[config.mk]
export PLATFORM = sky130hd
export DESIGN_NAME = rnc_node_ctrl
export DESIGN_NICKNAME = d
export VERILOG_FILES = /design/src/rnc_timer.v /design/src/rnc_alarm.v /design/src/rnc_node_ctrl.v
export VERILOG_INCLUDE_DIRS = /design/src /design/src/src
export SDC_FILE = /design/constraint.sdc
export NUM_CORES = 1
export LEC_CHECK = 0
export BUFFER_PORTS_ARGS = -buffer_cell sky130_fd_sc_hd__buf_4
export CORE_MARGIN = 1
export CORE_UTILIZATION = 55
export CTS_BUF_LIST = sky130_fd_sc_hd__clkbuf_8
export DETAILED_ROUTE_END_ITERATION = 10
export PLACE_DENSITY = 0.85
export REMOVE_ABC_BUFFERS = 1
export SLEW_MARGIN = 40
export SYNTH_ARGS = -nofsm -noshare
export SYNTH_HDL_FRONTEND = slang
export SYNTH_SLANG_ARGS = --single-unit
[constraint.sdc]
create_clock -name CORE_CLK_IN -period 2.1 [get_ports CORE_CLK_IN]
set_clock_uncertainty 0.1 [all_clocks]
set_input_delay 0.525 -clock CORE_CLK_IN [delete_from_list [all_inputs] [get_ports CORE_CLK_IN]]
set_output_delay 0.525 -clock CORE_CLK_IN [all_outputs]
set_load 0.02 [all_outputs]
[src/rnc_map.vh]
// Constants of the ring node controller: channel numbers, commands,
// register bit positions, reset values and timing counts.
// Assumes a 20 MHz core clock; included by every design file.
`ifndef RNC_MAP_VH
`define RNC_MAP_VH

// Channel numbers carried in the first payload byte
`define RNC_CH_NODE        8'h00
`define RNC_CH_I2C_HI      4'h1
`define RNC_CH_BCAST       8'h20
`define RNC_CH_PIO_HI      4'h3
`define RNC_CH_PIO_LAST    4'h3
`define RNC_CH_MEM         8'h40
`define RNC_CH_TRIG        8'h50
`define RNC_CH_JTAG        8'h60
`define RNC_CH_ALARM       8'hFE
`define RNC_ALARM_TRN      8'h00

// Node controller command codes
`define RNC_CMD_WR_GEN     8'h00
`define RNC_CMD_WR_ALARM   8'h01
`define RNC_CMD_WR_STATUS  8'h02
`define RNC_CMD_RD_GEN     8'h10
`define RNC_CMD_RD_ALARM   8'h11
`define RNC_CMD_RD_STATUS  8'h12

// general_control bits
`define RNC_GC_EXT_RESET   5
`define RNC_GC_CLR_ERR     6
`define RNC_GC_COLD_RESET  7

// alarm_retry_control fields
`define RNC_AR_EN_MSB      3
`define RNC_AR_EN_LSB      0
`define RNC_AR_RETRY_MSB   5
`define RNC_AR_RETRY_LSB   4
`define RNC_AR_EN_RESET    4'h0
`define RNC_AR_RETRY_RESET 2'h3

// Retry counts per field code
`define RNC_RETRY_0        3'h0
`define RNC_RETRY_1        3'h1
`define RNC_RETRY_2        3'h2
`define RNC_RETRY_3        3'h4

// Status register bits
`define RNC_ST_INV_CMD     0
`define RNC_ST_CH_ERR      1
`define RNC_ST_ALARM       2
`define RNC_ST_GLOBAL      7

// Timing in 50 ns core cycles, sized to the timer width
`define RNC_TMR_W          15
`define RNC_EXT_RESET_CYC  15'h00C8
`define RNC_ALARM_TMO_CYC  15'h4E20

`endif

[src/rnc_timer.v]
// One-shot cycle timer: busy for COUNT cycles after start, then done.
// Assumes start and abort are single-cycle strobes in the core domain.
`timescale 1ns/100ps
`default_nettype none
`include "rnc_map.vh"
module rnc_timer #(
  parameter [`RNC_TMR_W-1:0] COUNT = 15'h0001
) (
  input  wire                  clk_in,
  input  wire                  rst_n_in,
  input  wire                  start_in,
  input  wire                  abort_in,
  output reg                   busy_out,
  output reg                   done_out
);
  reg [`RNC_TMR_W-1:0] cnt_reg;

  always @(posedge clk_in or negedge rst_n_in) begin
    if (!rst_n_in) begin
      cnt_reg  <= 15'h0000;
      busy_out <= 1'b0;
      done_out <= 1'b0;
    end else begin
      done_out <= 1'b0;
      if (start_in) begin
        cnt_reg  <= COUNT;
        busy_out <= 1'b1;
      end else if (abort_in) begin
        busy_out <= 1'b0;
      end else if (busy_out) begin
        cnt_reg <= cnt_reg - 15'h0001;
        if (cnt_reg == 15'h0001) begin
          busy_out <= 1'b0;
          done_out <= 1'b1;
        end
      end
    end
  end
endmodule
`default_nettype wire

[src/rnc_alarm.v]
// Alarm packet sender: picks an enabled active alarm, emits the
// three-byte interrupt packet and retransmits on timeout.
// Assumes a timeout timer outside and a clear strobe from the ring side.
`timescale 1ns/100ps
`default_nettype none
`include "rnc_map.vh"
module rnc_alarm (
  input  wire       clk_in,
  input  wire       rst_n_in,
  input  wire [3:0] alarm_n_in,
  input  wire [3:0] enable_in,
  input  wire [1:0] retry_limit_in,
  input  wire       clear_in,
  input  wire       timeout_in,
  output reg        timer_start_out,
  output reg  [3:0] en_clear_out,
  output reg        tx_valid_out,
  output reg  [7:0] tx_data_out,
  output reg        tx_last_out
);
  localparam [2:0] ST_IDLE = 3'b001;
  localparam [2:0] ST_SEND = 3'b010;
  localparam [2:0] ST_WAIT = 3'b100;

  reg [2:0] state_reg;
  reg [1:0] byte_reg;
  reg [2:0] left_reg;
  reg [7:0] num_reg;
  reg [7:0] num_next;
  reg [3:0] pick_next;
  reg [2:0] limit_next;
  wire [3:0] firing = ~alarm_n_in & enable_in;

  always @* begin
    num_next  = 8'h00;
    pick_next = 4'h0;
    if (firing[0]) begin
      num_next  = 8'h01;
      pick_next = 4'h1;
    end else if (firing[1]) begin
      num_next  = 8'h02;
      pick_next = 4'h2;
    end else if (firing[2]) begin
      num_next  = 8'h03;
      pick_next = 4'h4;
    end else if (firing[3]) begin
      num_next  = 8'h04;
      pick_next = 4'h8;
    end
    case (retry_limit_in)
      2'h0:    limit_next = `RNC_RETRY_0;
      2'h1:    limit_next = `RNC_RETRY_1;
      2'h2:    limit_next = `RNC_RETRY_2;
      default: limit_next = `RNC_RETRY_3;
    endcase
  end

  always @(posedge clk_in or negedge rst_n_in) begin
    if (!rst_n_in) begin
      state_reg       <= ST_IDLE;
      byte_reg        <= 2'h0;
      left_reg        <= 3'h0;
      num_reg         <= 8'h00;
      timer_start_out <= 1'b0;
      en_clear_out    <= 4'h0;
      tx_valid_out    <= 1'b0;
      tx_data_out     <= 8'h00;
      tx_last_out     <= 1'b0;
    end else begin
      timer_start_out <= 1'b0;
      en_clear_out    <= 4'h0;
      tx_valid_out    <= 1'b0;
      tx_last_out     <= 1'b0;
      case (state_reg)
        ST_IDLE: begin
          if (pick_next != 4'h0) begin
            num_reg      <= num_next;
            left_reg     <= limit_next;
            byte_reg     <= 2'h0;
            en_clear_out <= pick_next;
            state_reg    <= ST_SEND;
          end
        end
        ST_SEND: begin
          tx_valid_out <= 1'b1;
          byte_reg     <= byte_reg + 2'h1;
          case (byte_reg)
            2'h0:    tx_data_out <= `RNC_CH_ALARM;
            2'h1:    tx_data_out <= `RNC_ALARM_TRN;
            default: begin
              tx_data_out     <= num_reg;
              tx_last_out     <= 1'b1;
              timer_start_out <= 1'b1;
              state_reg       <= ST_WAIT;
            end
          endcase
        end
        ST_WAIT: begin
          if (clear_in) begin
            state_reg <= ST_IDLE;
          end else if (timeout_in) begin
            if (left_reg != 3'h0) begin
              left_reg  <= left_reg - 3'h1;
              byte_reg  <= 2'h0;
              state_reg <= ST_SEND;
            end else begin
              state_reg <= ST_IDLE;
            end
          end
        end
        default: state_reg <= ST_IDLE;
      endcase
    end
  end
endmodule
`default_nettype wire

[src/rnc_node_ctrl.v]
// Node controller channel: dispatches ring messages by channel number,
// holds the control registers reached as channel 0, sends alarm packets.
// Assumes a byte stream of CRC-checked messages, one byte per valid.
`timescale 1ns/100ps
`default_nettype none
`include "rnc_map.vh"
module rnc_node_ctrl #(
  parameter [`RNC_TMR_W-1:0] ALARM_TIMEOUT_CYCLES = `RNC_ALARM_TMO_CYC
) (
  input  wire        CORE_CLK_IN,
  input  wire        NRST_IN,
  input  wire        MSG_VALID_IN,
  input  wire [7:0]  MSG_DATA_IN,
  input  wire        MSG_LAST_IN,
  input  wire        CH_ERROR_IN,
  input  wire [3:0]  ALARM_INPUTS_N_IN,
  input  wire        ALARM_CLEAR_IN,
  output wire        CH_VALID_OUT,
  output wire [7:0]  CH_DATA_OUT,
  output wire        CH_LAST_OUT,
  output wire [15:0] I2C_SEL_OUT,
  output wire        I2C_POSTED_OUT,
  output wire [3:0]  PIO_SEL_OUT,
  output wire        MEM_SEL_OUT,
  output wire        TRIG_SEL_OUT,
  output wire        JTAG_SEL_OUT,
  output wire        REPLY_VALID_OUT,
  output wire [7:0]  REPLY_DATA_OUT,
  output wire        REPLY_LAST_OUT,
  output wire        ALARM_VALID_OUT,
  output wire [7:0]  ALARM_DATA_OUT,
  output wire        ALARM_LAST_OUT,
  output wire        EXTERNAL_RESET_OUTPUT_N_OUT,
  output wire        CHANNELS_COLD_RESET_OUT,
  output wire        CLEAR_ERROR_FLAGS_OUT
);
  localparam [`RNC_TMR_W-1:0] EXT_RESET_CYCLES = `RNC_EXT_RESET_CYC;

  // Message tracking
  reg  [1:0]  idx_reg;
  reg         node_reg;
  reg  [15:0] i2c_sel_reg;
  reg         bcast_reg;
  reg  [3:0]  pio_sel_reg;
  reg         mem_sel_reg;
  reg         trig_sel_reg;
  reg         jtag_sel_reg;
  reg         ch_valid_reg;
  reg  [7:0]  ch_data_reg;
  reg         ch_last_reg;
  reg  [7:0]  trn_reg;
  reg  [7:0]  cmd_reg;
  reg  [7:0]  wdata_reg;
  reg         got_cmd_reg;
  reg         got_data_reg;
  reg         exec_reg;

  // Registers and flags
  reg  [3:0]  alarm_en_reg;
  reg  [1:0]  retry_reg;
  reg         inv_cmd_reg;
  reg         ch_err_reg;
  reg         clr_err_reg;
  reg         cold_rst_reg;
  reg         ext_rst_n_reg;

  // Reply serializer
  reg  [23:0] reply_sh_reg;
  reg  [1:0]  reply_left_reg;
  reg         reply_valid_reg;
  reg  [7:0]  reply_data_reg;
  reg         reply_last_reg;

  // Decode of the channel byte
  reg  [15:0] i2c_sel_next;
  reg  [3:0]  pio_sel_next;
  reg         node_next;
  reg         bcast_next;
  reg         mem_next;
  reg         trig_next;
  reg         jtag_next;
  reg         chan_bad_next;

  // Command execution
  reg         wr_gen;
  reg         wr_alarm;
  reg         rd_any;
  reg         cmd_bad;
  reg  [7:0]  rdata;

  wire        first_byte = MSG_VALID_IN && (idx_reg == 2'h0);
  wire        body_byte  = MSG_VALID_IN && (idx_reg != 2'h0);
  wire        to_channel = (i2c_sel_reg != 16'h0000) ||
                           (pio_sel_reg != 4'h0) || mem_sel_reg ||
                           trig_sel_reg || jtag_sel_reg;
  wire        pulse_busy;
  wire        tmo_done;
  wire        tmo_start;
  wire [3:0]  en_clear;
  wire        alarm_any = (ALARM_INPUTS_N_IN != 4'hF);
  wire        ext_start = wr_gen && wdata_reg[`RNC_GC_EXT_RESET];
  wire        err_clear = wr_gen && wdata_reg[`RNC_GC_CLR_ERR];

  always @* begin
    i2c_sel_next = 16'h0000;
    pio_sel_next = 4'h0;
    node_next    = (MSG_DATA_IN == `RNC_CH_NODE);
    bcast_next   = (MSG_DATA_IN == `RNC_CH_BCAST);
    mem_next     = (MSG_DATA_IN == `RNC_CH_MEM);
    trig_next    = (MSG_DATA_IN == `RNC_CH_TRIG);
    jtag_next    = (MSG_DATA_IN == `RNC_CH_JTAG);
    if (MSG_DATA_IN[7:4] == `RNC_CH_I2C_HI) begin
      i2c_sel_next[MSG_DATA_IN[3:0]] = 1'b1;
    end
    if (bcast_next) begin
      i2c_sel_next = 16'hFFFF;
    end
    if ((MSG_DATA_IN[7:4] == `RNC_CH_PIO_HI) &&
        (MSG_DATA_IN[3:0] <= `RNC_CH_PIO_LAST)) begin
      pio_sel_next[MSG_DATA_IN[1:0]] = 1'b1;
    end
    chan_bad_next = !node_next && (i2c_sel_next == 16'h0000) &&
                    (pio_sel_next == 4'h0) && !mem_next &&
                    !trig_next && !jtag_next;
  end

  always @* begin
    wr_gen   = 1'b0;
    wr_alarm = 1'b0;
    rd_any   = 1'b0;
    cmd_bad  = 1'b0;
    rdata    = 8'h00;
    if (exec_reg) begin
      case (cmd_reg)
        `RNC_CMD_WR_GEN: begin
          wr_gen  = got_data_reg;
          cmd_bad = !got_data_reg;
        end
        `RNC_CMD_WR_ALARM: begin
          wr_alarm = got_data_reg;
          cmd_bad  = !got_data_reg;
        end
        `RNC_CMD_WR_STATUS: cmd_bad = !got_data_reg;
        `RNC_CMD_RD_GEN: begin
          rd_any = 1'b1;
          rdata[`RNC_GC_EXT_RESET] = !ext_rst_n_reg;
        end
        `RNC_CMD_RD_ALARM: begin
          rd_any = 1'b1;
          rdata[`RNC_AR_EN_MSB:`RNC_AR_EN_LSB]       = alarm_en_reg;
          rdata[`RNC_AR_RETRY_MSB:`RNC_AR_RETRY_LSB] = retry_reg;
        end
        `RNC_CMD_RD_STATUS: begin
          rd_any = 1'b1;
          rdata[`RNC_ST_INV_CMD] = inv_cmd_reg;
          rdata[`RNC_ST_CH_ERR]  = ch_err_reg;
          rdata[`RNC_ST_ALARM]   = alarm_any;
          rdata[`RNC_ST_GLOBAL]  = inv_cmd_reg | ch_err_reg;
        end
        default: cmd_bad = 1'b1;
      endcase
      if (!got_cmd_reg) begin
        cmd_bad = 1'b1;
        rd_any  = 1'b0;
      end
    end
  end

  // Message intake and channel forwarding
  always @(posedge CORE_CLK_IN or negedge NRST_IN) begin
    if (!NRST_IN) begin
      idx_reg      <= 2'h0;
      node_reg     <= 1'b0;
      i2c_sel_reg  <= 16'h0000;
      bcast_reg    <= 1'b0;
      pio_sel_reg  <= 4'h0;
      mem_sel_reg  <= 1'b0;
      trig_sel_reg <= 1'b0;
      jtag_sel_reg <= 1'b0;
      ch_valid_reg <= 1'b0;
      ch_data_reg  <= 8'h00;
      ch_last_reg  <= 1'b0;
      trn_reg      <= 8'h00;
      cmd_reg      <= 8'h00;
      wdata_reg    <= 8'h00;
      got_cmd_reg  <= 1'b0;
      got_data_reg <= 1'b0;
      exec_reg     <= 1'b0;
    end else begin
      ch_valid_reg <= 1'b0;
      ch_last_reg  <= 1'b0;
      exec_reg     <= 1'b0;
      if (MSG_VALID_IN) begin
        if (MSG_LAST_IN) begin
          idx_reg <= 2'h0;
        end else if (idx_reg != 2'h3) begin
          idx_reg <= idx_reg + 2'h1;
        end
      end
      if (first_byte && !MSG_LAST_IN) begin
        node_reg     <= node_next;
        i2c_sel_reg  <= i2c_sel_next;
        bcast_reg    <= bcast_next;
        pio_sel_reg  <= pio_sel_next;
        mem_sel_reg  <= mem_next;
        trig_sel_reg <= trig_next;
        jtag_sel_reg <= jtag_next;
        got_cmd_reg  <= 1'b0;
        got_data_reg <= 1'b0;
      end else if (ch_last_reg || exec_reg) begin
        node_reg     <= 1'b0;
        i2c_sel_reg  <= 16'h0000;
        bcast_reg    <= 1'b0;
        pio_sel_reg  <= 4'h0;
        mem_sel_reg  <= 1'b0;
        trig_sel_reg <= 1'b0;
        jtag_sel_reg <= 1'b0;
      end
      if (body_byte && to_channel) begin
        ch_valid_reg <= 1'b1;
        ch_data_reg  <= MSG_DATA_IN;
        ch_last_reg  <= MSG_LAST_IN;
      end
      if (body_byte && node_reg) begin
        case (idx_reg)
          2'h1: trn_reg <= MSG_DATA_IN;
          2'h2: begin
            cmd_reg     <= MSG_DATA_IN;
            got_cmd_reg <= 1'b1;
          end
          default: begin
            // Trailing bytes overwrite; last data byte wins
            wdata_reg    <= MSG_DATA_IN;
            got_data_reg <= 1'b1;
          end
        endcase
        exec_reg <= MSG_LAST_IN;
      end
    end
  end

  // Control registers, error flags and strobes
  always @(posedge CORE_CLK_IN or negedge NRST_IN) begin
    if (!NRST_IN) begin
      alarm_en_reg  <= `RNC_AR_EN_RESET;
      retry_reg     <= `RNC_AR_RETRY_RESET;
      inv_cmd_reg   <= 1'b0;
      ch_err_reg    <= 1'b0;
      clr_err_reg   <= 1'b0;
      cold_rst_reg  <= 1'b0;
      ext_rst_n_reg <= 1'b1;
    end else begin
      alarm_en_reg <= (alarm_en_reg & ~en_clear) |
                      (wr_alarm ? wdata_reg[`RNC_AR_EN_MSB:`RNC_AR_EN_LSB]
                                : 4'h0);
      if (wr_alarm) begin
        retry_reg <= wdata_reg[`RNC_AR_RETRY_MSB:`RNC_AR_RETRY_LSB];
      end
      inv_cmd_reg <= cmd_bad || (first_byte && chan_bad_next) ||
                     (inv_cmd_reg && !err_clear);
      ch_err_reg  <= CH_ERROR_IN || (ch_err_reg && !err_clear);
      clr_err_reg <= err_clear;
      cold_rst_reg <= wr_gen && wdata_reg[`RNC_GC_COLD_RESET];
      // low while timer runs
      // Trails busy by one cycle, so low for exactly the count
      ext_rst_n_reg <= !pulse_busy;
    end
  end

  always @(posedge CORE_CLK_IN or negedge NRST_IN) begin
    if (!NRST_IN) begin
      reply_sh_reg    <= 24'h000000;
      reply_left_reg  <= 2'h0;
      reply_valid_reg <= 1'b0;
      reply_data_reg  <= 8'h00;
      reply_last_reg  <= 1'b0;
    end else begin
      reply_valid_reg <= 1'b0;
      reply_last_reg  <= 1'b0;
      if (rd_any && (reply_left_reg == 2'h0)) begin
        reply_sh_reg   <= {`RNC_CH_NODE, trn_reg, rdata};
        reply_left_reg <= 2'h3;
      end else if (reply_left_reg != 2'h0) begin
        reply_valid_reg <= 1'b1;
        reply_data_reg  <= reply_sh_reg[23:16];
        reply_last_reg  <= (reply_left_reg == 2'h1);
        reply_sh_reg    <= {reply_sh_reg[15:0], 8'h00};
        reply_left_reg  <= reply_left_reg - 2'h1;
      end
    end
  end

  // Pulse length counts from the write strobe
  rnc_timer #(
    .COUNT (EXT_RESET_CYCLES)
  ) u_ext_pulse (
    .clk_in   (CORE_CLK_IN),
    .rst_n_in (NRST_IN),
    .start_in (ext_start),
    .abort_in (1'b0),
    .busy_out (pulse_busy),
    .done_out ()
  );

  rnc_timer #(
    .COUNT (ALARM_TIMEOUT_CYCLES)
  ) u_alarm_tmo (
    .clk_in   (CORE_CLK_IN),
    .rst_n_in (NRST_IN),
    .start_in (tmo_start),
    .abort_in (ALARM_CLEAR_IN),
    .busy_out (),
    .done_out (tmo_done)
  );

  rnc_alarm u_alarm (
    .clk_in          (CORE_CLK_IN),
    .rst_n_in        (NRST_IN),
    .alarm_n_in      (ALARM_INPUTS_N_IN),
    .enable_in       (alarm_en_reg),
    .retry_limit_in  (retry_reg),
    .clear_in        (ALARM_CLEAR_IN),
    .timeout_in      (tmo_done),
    .timer_start_out (tmo_start),
    .en_clear_out    (en_clear),
    .tx_valid_out    (ALARM_VALID_OUT),
    .tx_data_out     (ALARM_DATA_OUT),
    .tx_last_out     (ALARM_LAST_OUT)
  );

  assign CH_VALID_OUT                = ch_valid_reg;
  assign CH_DATA_OUT                 = ch_data_reg;
  assign CH_LAST_OUT                 = ch_last_reg;
  assign I2C_SEL_OUT                 = i2c_sel_reg;
  assign I2C_POSTED_OUT              = bcast_reg;
  assign PIO_SEL_OUT                 = pio_sel_reg;
  assign MEM_SEL_OUT                 = mem_sel_reg;
  assign TRIG_SEL_OUT                = trig_sel_reg;
  assign JTAG_SEL_OUT                = jtag_sel_reg;
  assign REPLY_VALID_OUT             = reply_valid_reg;
  assign REPLY_DATA_OUT              = reply_data_reg;
  assign REPLY_LAST_OUT              = reply_last_reg;
  assign EXTERNAL_RESET_OUTPUT_N_OUT = ext_rst_n_reg;
  assign CHANNELS_COLD_RESET_OUT     = cold_rst_reg;
  assign CLEAR_ERROR_FLAGS_OUT       = clr_err_reg;
endmodule
`default_nettype wire

# After elaboration in Yosys (flattened, before gate mapping)
# Cells that the tools add are included.
# op_classes
addsub	6
muxes	100
eq_ne	31
magnitude_cmp	5
bitwise	8
multipliers	0
reduce_logical	72
shifts	0
n_div	0
# op_table
op	n
15-bit 2-to-1 mux	5
16-bit 2-to-1 mux	4
24-bit 2-to-1 mux	2
1-bit 2-to-1 mux	46
4-bit 2-to-1 mux	10
15-bit by 1-bit == test with 1-bit output (second input constant)	2
15-bit by 1-bit subtractor with 15-bit output (second input constant)	2
3-bit 2-to-1 mux	9
8-bit by 5-bit == test with 1-bit output (second input constant)	3
8-bit by 7-bit == test with 1-bit output (second input constant)	3
8-bit 2-to-1 mux	3
1-bit logical AND	20
2-bit 2-to-1 mux	10
3-bit one-hot mux with 3 select lines	2
16-bit zero test	1
8-bit zero test	2
8-bit one-hot mux with 2 select lines	1
16-bit nonzero test	1
2-bit nonzero test	8
2-bit AND reduction	7
3-bit one-hot mux with 2 select lines	2
5-bit AND reduction	2
1-bit zero test	9
4-bit AND	2
other kinds (39)	66
# totals
output_inout_bits	57
mem_count	0
mem_bits_ro	0
elab_cells	264
ram_bits	0
inputBits	18
latch_bits	0
reg_bits	174

# Logic depth before layout (Yosys ltp)
# logic_depth
depth_word	15
mapped_depth	7
mapped_depth_nobuf	7

# Cells and area by module
# From an unflattened synthesis, not the netlist that was laid out.
# unflattened
cells_unflattened	694
area_unflattened_um2	7657.3
# by_module_without_submodules
module	cells_each	n_inst	area_each_um2	seq_area_each_um2
rnc_node_ctrl	410	1	4765.8	2756.4
rnc_alarm	104	1	1057.3	526.8
rnc_timer (u_ext_pulse)	90	1	919.6	425.4
rnc_timer (u_alarm_tmo)	90	1	914.6	425.4

# Worst setup path after synthesis
# OpenSTA, ideal clock, no wires.
# synth_timing
kind	register to register
start	reg cmd_reg[2]
end	reg reply_sh_reg[14]
stages_incl_launch_ff	8
t_required_ns	1.864
slack_ns	-0.037
period_less_slack_ns	2.137
arrival_ns	1.901
setup_time_ns	0.136
n_path_buf	3
path_cell_list	dfrtp_1 > or4_1 > buf_2 > or4_1 > buf_2 > buf_6 > nand2_1 > a21oi_1
# synth_via
elab_chain_cells	7
word_cells_on_any_way	10
classes_between	eq/ne (3); mux (4); reduce/logical (3)
# synth_lines
item	line_no	source
start, declared	rnc_node_ctrl.v:52	reg [7:0] cmd_reg;
start signal, assigned	rnc_node_ctrl.v:184	cmd_reg <= 8'h00;
start signal, assigned	rnc_node_ctrl.v:228	cmd_reg <= MSG_DATA_IN;
8-bit by 5-bit == test with 1-bit output	rnc_node_ctrl.v:134	case (cmd_reg)
3-bit OR reduction (no source line) (*)	-	
1-bit 2-to-1 mux (*)	rnc_node_ctrl.v:134	
1-bit 2-to-1 mux (*)	rnc_node_ctrl.v:162	if (!got_cmd_reg) begin
1-bit 2-to-1 mux (*)	rnc_node_ctrl.v:133	if (exec_reg) begin
1-bit logical AND (*)	rnc_node_ctrl.v:280	if (rd_any && (reply_left_reg == 2'h0)) begin
24-bit 2-to-1 mux / 2-bit nonzero test (equally long branches)	-	
end signal, assigned	rnc_node_ctrl.v:281	reply_sh_reg <= {`RNC_CH_NODE, trn_reg, rdata};
end signal, assigned	rnc_node_ctrl.v:287	reply_sh_reg <= {reply_sh_reg[15:0], 8'h00};
end, declared	rnc_node_ctrl.v:68	reg [23:0] reply_sh_reg;
# Mark *: on every way between the ends. The rest lies on a longest branch, timed or not.
# A chain may end at the register's enable or synchronous reset.

# Final worst setup path
# layout_timing
start	reg u_alarm.left_reg[0]
end	reg u_alarm.left_reg[2]
# layout_via
elab_chain_cells	5
word_cells_on_any_way	8
classes_between	add/sub (1); eq/ne (1); mux (4); reduce/logical (2)
# layout_lines
item	line_no	source
start, declared	rnc_alarm.v:27	reg [2:0] left_reg;
start signal, assigned	rnc_alarm.v:78	left_reg <= limit_next;
start signal, assigned	rnc_alarm.v:103	left_reg <= left_reg - 3'h1;
3-bit by 1-bit subtractor with 3-bit output	rnc_alarm.v:103	
3-bit 2-to-1 mux	rnc_alarm.v:102	if (left_reg != 3'h0) begin
3-bit 2-to-1 mux	rnc_alarm.v:101	end else if (timeout_in) begin
3-bit 2-to-1 mux	rnc_alarm.v:99	if (clear_in) begin
3-bit one-hot mux with 2 select lines	rnc_alarm.v:74	case (state_reg)
# Several ways; a longest one is shown, not always the timed one. The select of a mux whose other input is x is not followed.

==> run_results.csv <==
group,metric,value,unit
status,outcome,"finished, violations left",
status,violations,"setup timing",
synthesis,synth.avg_cell_area,10.8,um2
synthesis,yosysMostFrequentCell,"dfrtp_1",
floorplanning,die_x,118,um
synthesis,synth_edf_count,0,
detailed_routing,vias_per_cell,5.82,
critical_path,worstPathRequired,2.35,ns
sta,finalSetupViolations,3,
synthesis,ys_ff_latch,164,
sta,worst_slack,-0.123,ns
cts,clockBufferDepth,2,
synthesis,netlist_instances,683,
synthesis,synthesis.area,7400,um2
hold_path,hold_path_startpoint,"CH_ERROR_IN",
sta,min_period,2.22,ns
critical_path,worstSetupEndpointType,"register",
sta,tightest_slew,0.473,ns
synthesis,ys_seq_area_share,55.5,%
cells_and_area,n_antenna_cell,0,
sta,rsz0062_at_grt,"true",
sta,hold_viol_final,0,
sta,fin_crit_sh,106,%
cells_and_area,final_cells,998,
placed_design,port_buffers,74,
detailed_routing,wl_per_cell,16.9,um
cells_and_area,largest_reg_flops,23,
floorplanning,start_util,56.1,%
power_and_ir_drop,powerDensity,848,nW/um2
synthesis,ys.flop_type,"dfrtp_1",
sta,fmax,0.450,GHz
critical_path,cp-startpoint,"u_alarm.left_reg[0]",
synthesis,synth.area.top_cells,"dfrtp_1 54%, mux2_2 6.8%, nand2_1 4.1%, nor2_1 2.8%, ha_1 2.4%",
floorplanning,fp.dieH,118,um
synthesis,yosysTopAreaCell,"dfrtp_1",
detailed_routing,drtIter0Drc,460,
hold_path,min_path_type,"primary input to register",
grt,grt_pass1_wl,27.4,mm
placed_design,gp_congestion,0.882,
floorplanning,io_pins,75,
synthesis,ys_warn_count,0,
grt,grt_pass1_vias,5680,
sta,drv_slew,0,
synthesis,synthArstFlopShare,100,%
detailed_routing,drtPass1Iterations,5,
grt,grt_max_degree,52,
detailed_routing,drc,0,
cts,cts_sinks,164,
sta,fin_hold_ws,0.155,ns
grt,grt_usage,24.9,%
sta,final.setup.tns,-0.273,ns
critical_path,crit_type,"register to register",
critical_path,crit_path_max_fanout,4,
cts,worst_skew_pair.late_latency,0.45,ns
floorplanning,num_rows,42,
cts,cts_tree,"built",
detailed_routing,num_vias,5806,
floorplanning,dieArea,13900,um2
job,drv_cap,0,
cts,cts.reportedPaths.clkPinSlew,0.09,ns
placed_design,post-place-cells,960,
detailed_routing,finalWirelength,16.9,mm
grt,grt_overflow_total,0,
power_and_ir_drop,power,7700,uW
floorplanning,core_area,13200,um2
cts,cts_buffers,17,
cells_and_area,layout-drive-gt1-share,29.7,%
cells_and_area,post-route-cell-area,9080,um2
critical_path,cp-start-kind,"register",
synthesis,yosysTopAreaCellShare,54.1,%
synthesis,synthTopCellsByCount,"160 x dfrtp_1, 81 x nand2_1, 55 x nor2_1, 45 x mux2_2, 30 x a21oi_1",
cts,cts_root_buf,"clkbuf_8",
cells_and_area,area_growth,22.7,%
sta,relSlewSlack,68.2,%
critical_path,worst_ep_arrival_time,2.47,ns
cells_and_area,nets,841,
detailed_routing,ant_nets,0,
synthesis,synth_cell_types,59,
placed_design,post-dp-hpwl,11.5,mm
cts,htree_levels,4,
critical_path,r2r_start,"u_alarm.left_reg[0]",
power_and_ir_drop,peakVddDrop,0.566,mV
power_and_ir_drop,leakage,0.00440,uW
placed_design,place_area,8520,um2
grt,antenna_found_initial,0,
## cell type report
| type | count | area, um2 |
|---|---|---|
| well taps | 176 | 220 |
| repair buffers | 139 | 1110 |
| flip-flops and latches | 164 | 4110 |
| inverters | 26 | 97.6 |
| clock buffers | 20 | 275 |
| multi-input cells | 461 | 3130 |
| fillers | 905 | 4110 |
| clock inverters | 12 | 140 |
## routing by layer
metal / wire, um / vias up / track usage, % / share of wire, %
li1: - / 2663 / - / -
met3: 905 / 46 / 4.60 / 5.4
met1: 6880 / 2910 / 31.9 / 41
met2: 8660 / 187 / 41.1 / 51
met5: 0 / - / 0 / 0
met4: 449 / 0 / 11.5 / 2.7
## final timing paths
path | end | depth (start not counted) | slack [ns]
worst min register to register | alarm_en_reg[0] | 1 | 0.32
max in group asynchronous | CH_VALID_OUT | 3 | 0.84
worst max register to register | u_alarm.left_reg[2] | 7 | -0.12
min in group asynchronous | PIO_SEL_OUT[1] | 2 | 0.41
worst min-delay path | ch_err_reg | 2 | 0.15
worst max-delay path | u_alarm.left_reg[2] | 7 | -0.12
## where the power goes
group          internal, uW  total (uW)  switching (uW)  leakage (uW)
registers              3400        3640             233       0.00221
logic                   766        1680             910       0.00197
clock network          1250        2390            1130      0.000218
## through the flow
step / utilization [%] / setup WS, ns
3_5_place_dp: 64.6 / -0.222
2_1_floorplan: - / -0.531
4_1_cts: 68.0 / -0.0279
3_3_place_gp: 64.6 / -0.0842
6_report: 68.9 / -0.123
5_1_grt: 68.9 / -0.153
## cell usage in the layout (no fill, tap or decap), types with 7 or more instances in the layout
cell	Yosys	routed
dfrtp_1	160	160
xor2_1	11	11
xnor2_1	12	12
o2bb2ai_1	9	9
or3_1	7	7
buf_4	6	130
ha_1	14	12
nand2_1	81	81
a21oi_1	30	29
mux2_2	45	44
inv_1	26	27
nand3_1	17	17
a31oi_1	8	8
nand2b_1	12	12
clkbuf_8	0	20
a22o_1	13	13
nor4_1	14	14
nor2_1	55	55
nor3_1	13	12
o21ai_0	25	25
## cell families (layout without fill, tap and decap cells)
family	after synthesis	in the layout	synth area share (%)
AOI/OAI and AO/OA	122	122	11.0
xor gates and xnor gates	23	23	2.72
adders and majority gates	14	14	2.37
buffers and inverters	58	197	3.43
DFF	164	164	55.5
muxes	45	45	6.85
and+or+nand+nor	257	257	18.1
## critical path, cell delays in order, from the launching register on
cell,delay [ns]
dfrtp_1,0.39
inv_2,0.07
ha_4,0.17
ha_4,0.16
or3b_4,0.42
a211oi_4,0.34
o21ai_4,0.15
mux2_4,0.32
## what timing repair did
item | 4_1_cts | 5_1_grt
hold buffers | 1 | 0
gates resized for setup | 5 | 18
hold endpoints to repair | 25 | 0
pin swaps | 1 | 9
setup buffers | 0 | 5
endpoints found under the setup margin | 7 | 35
(Power assumes the default switching activity.)
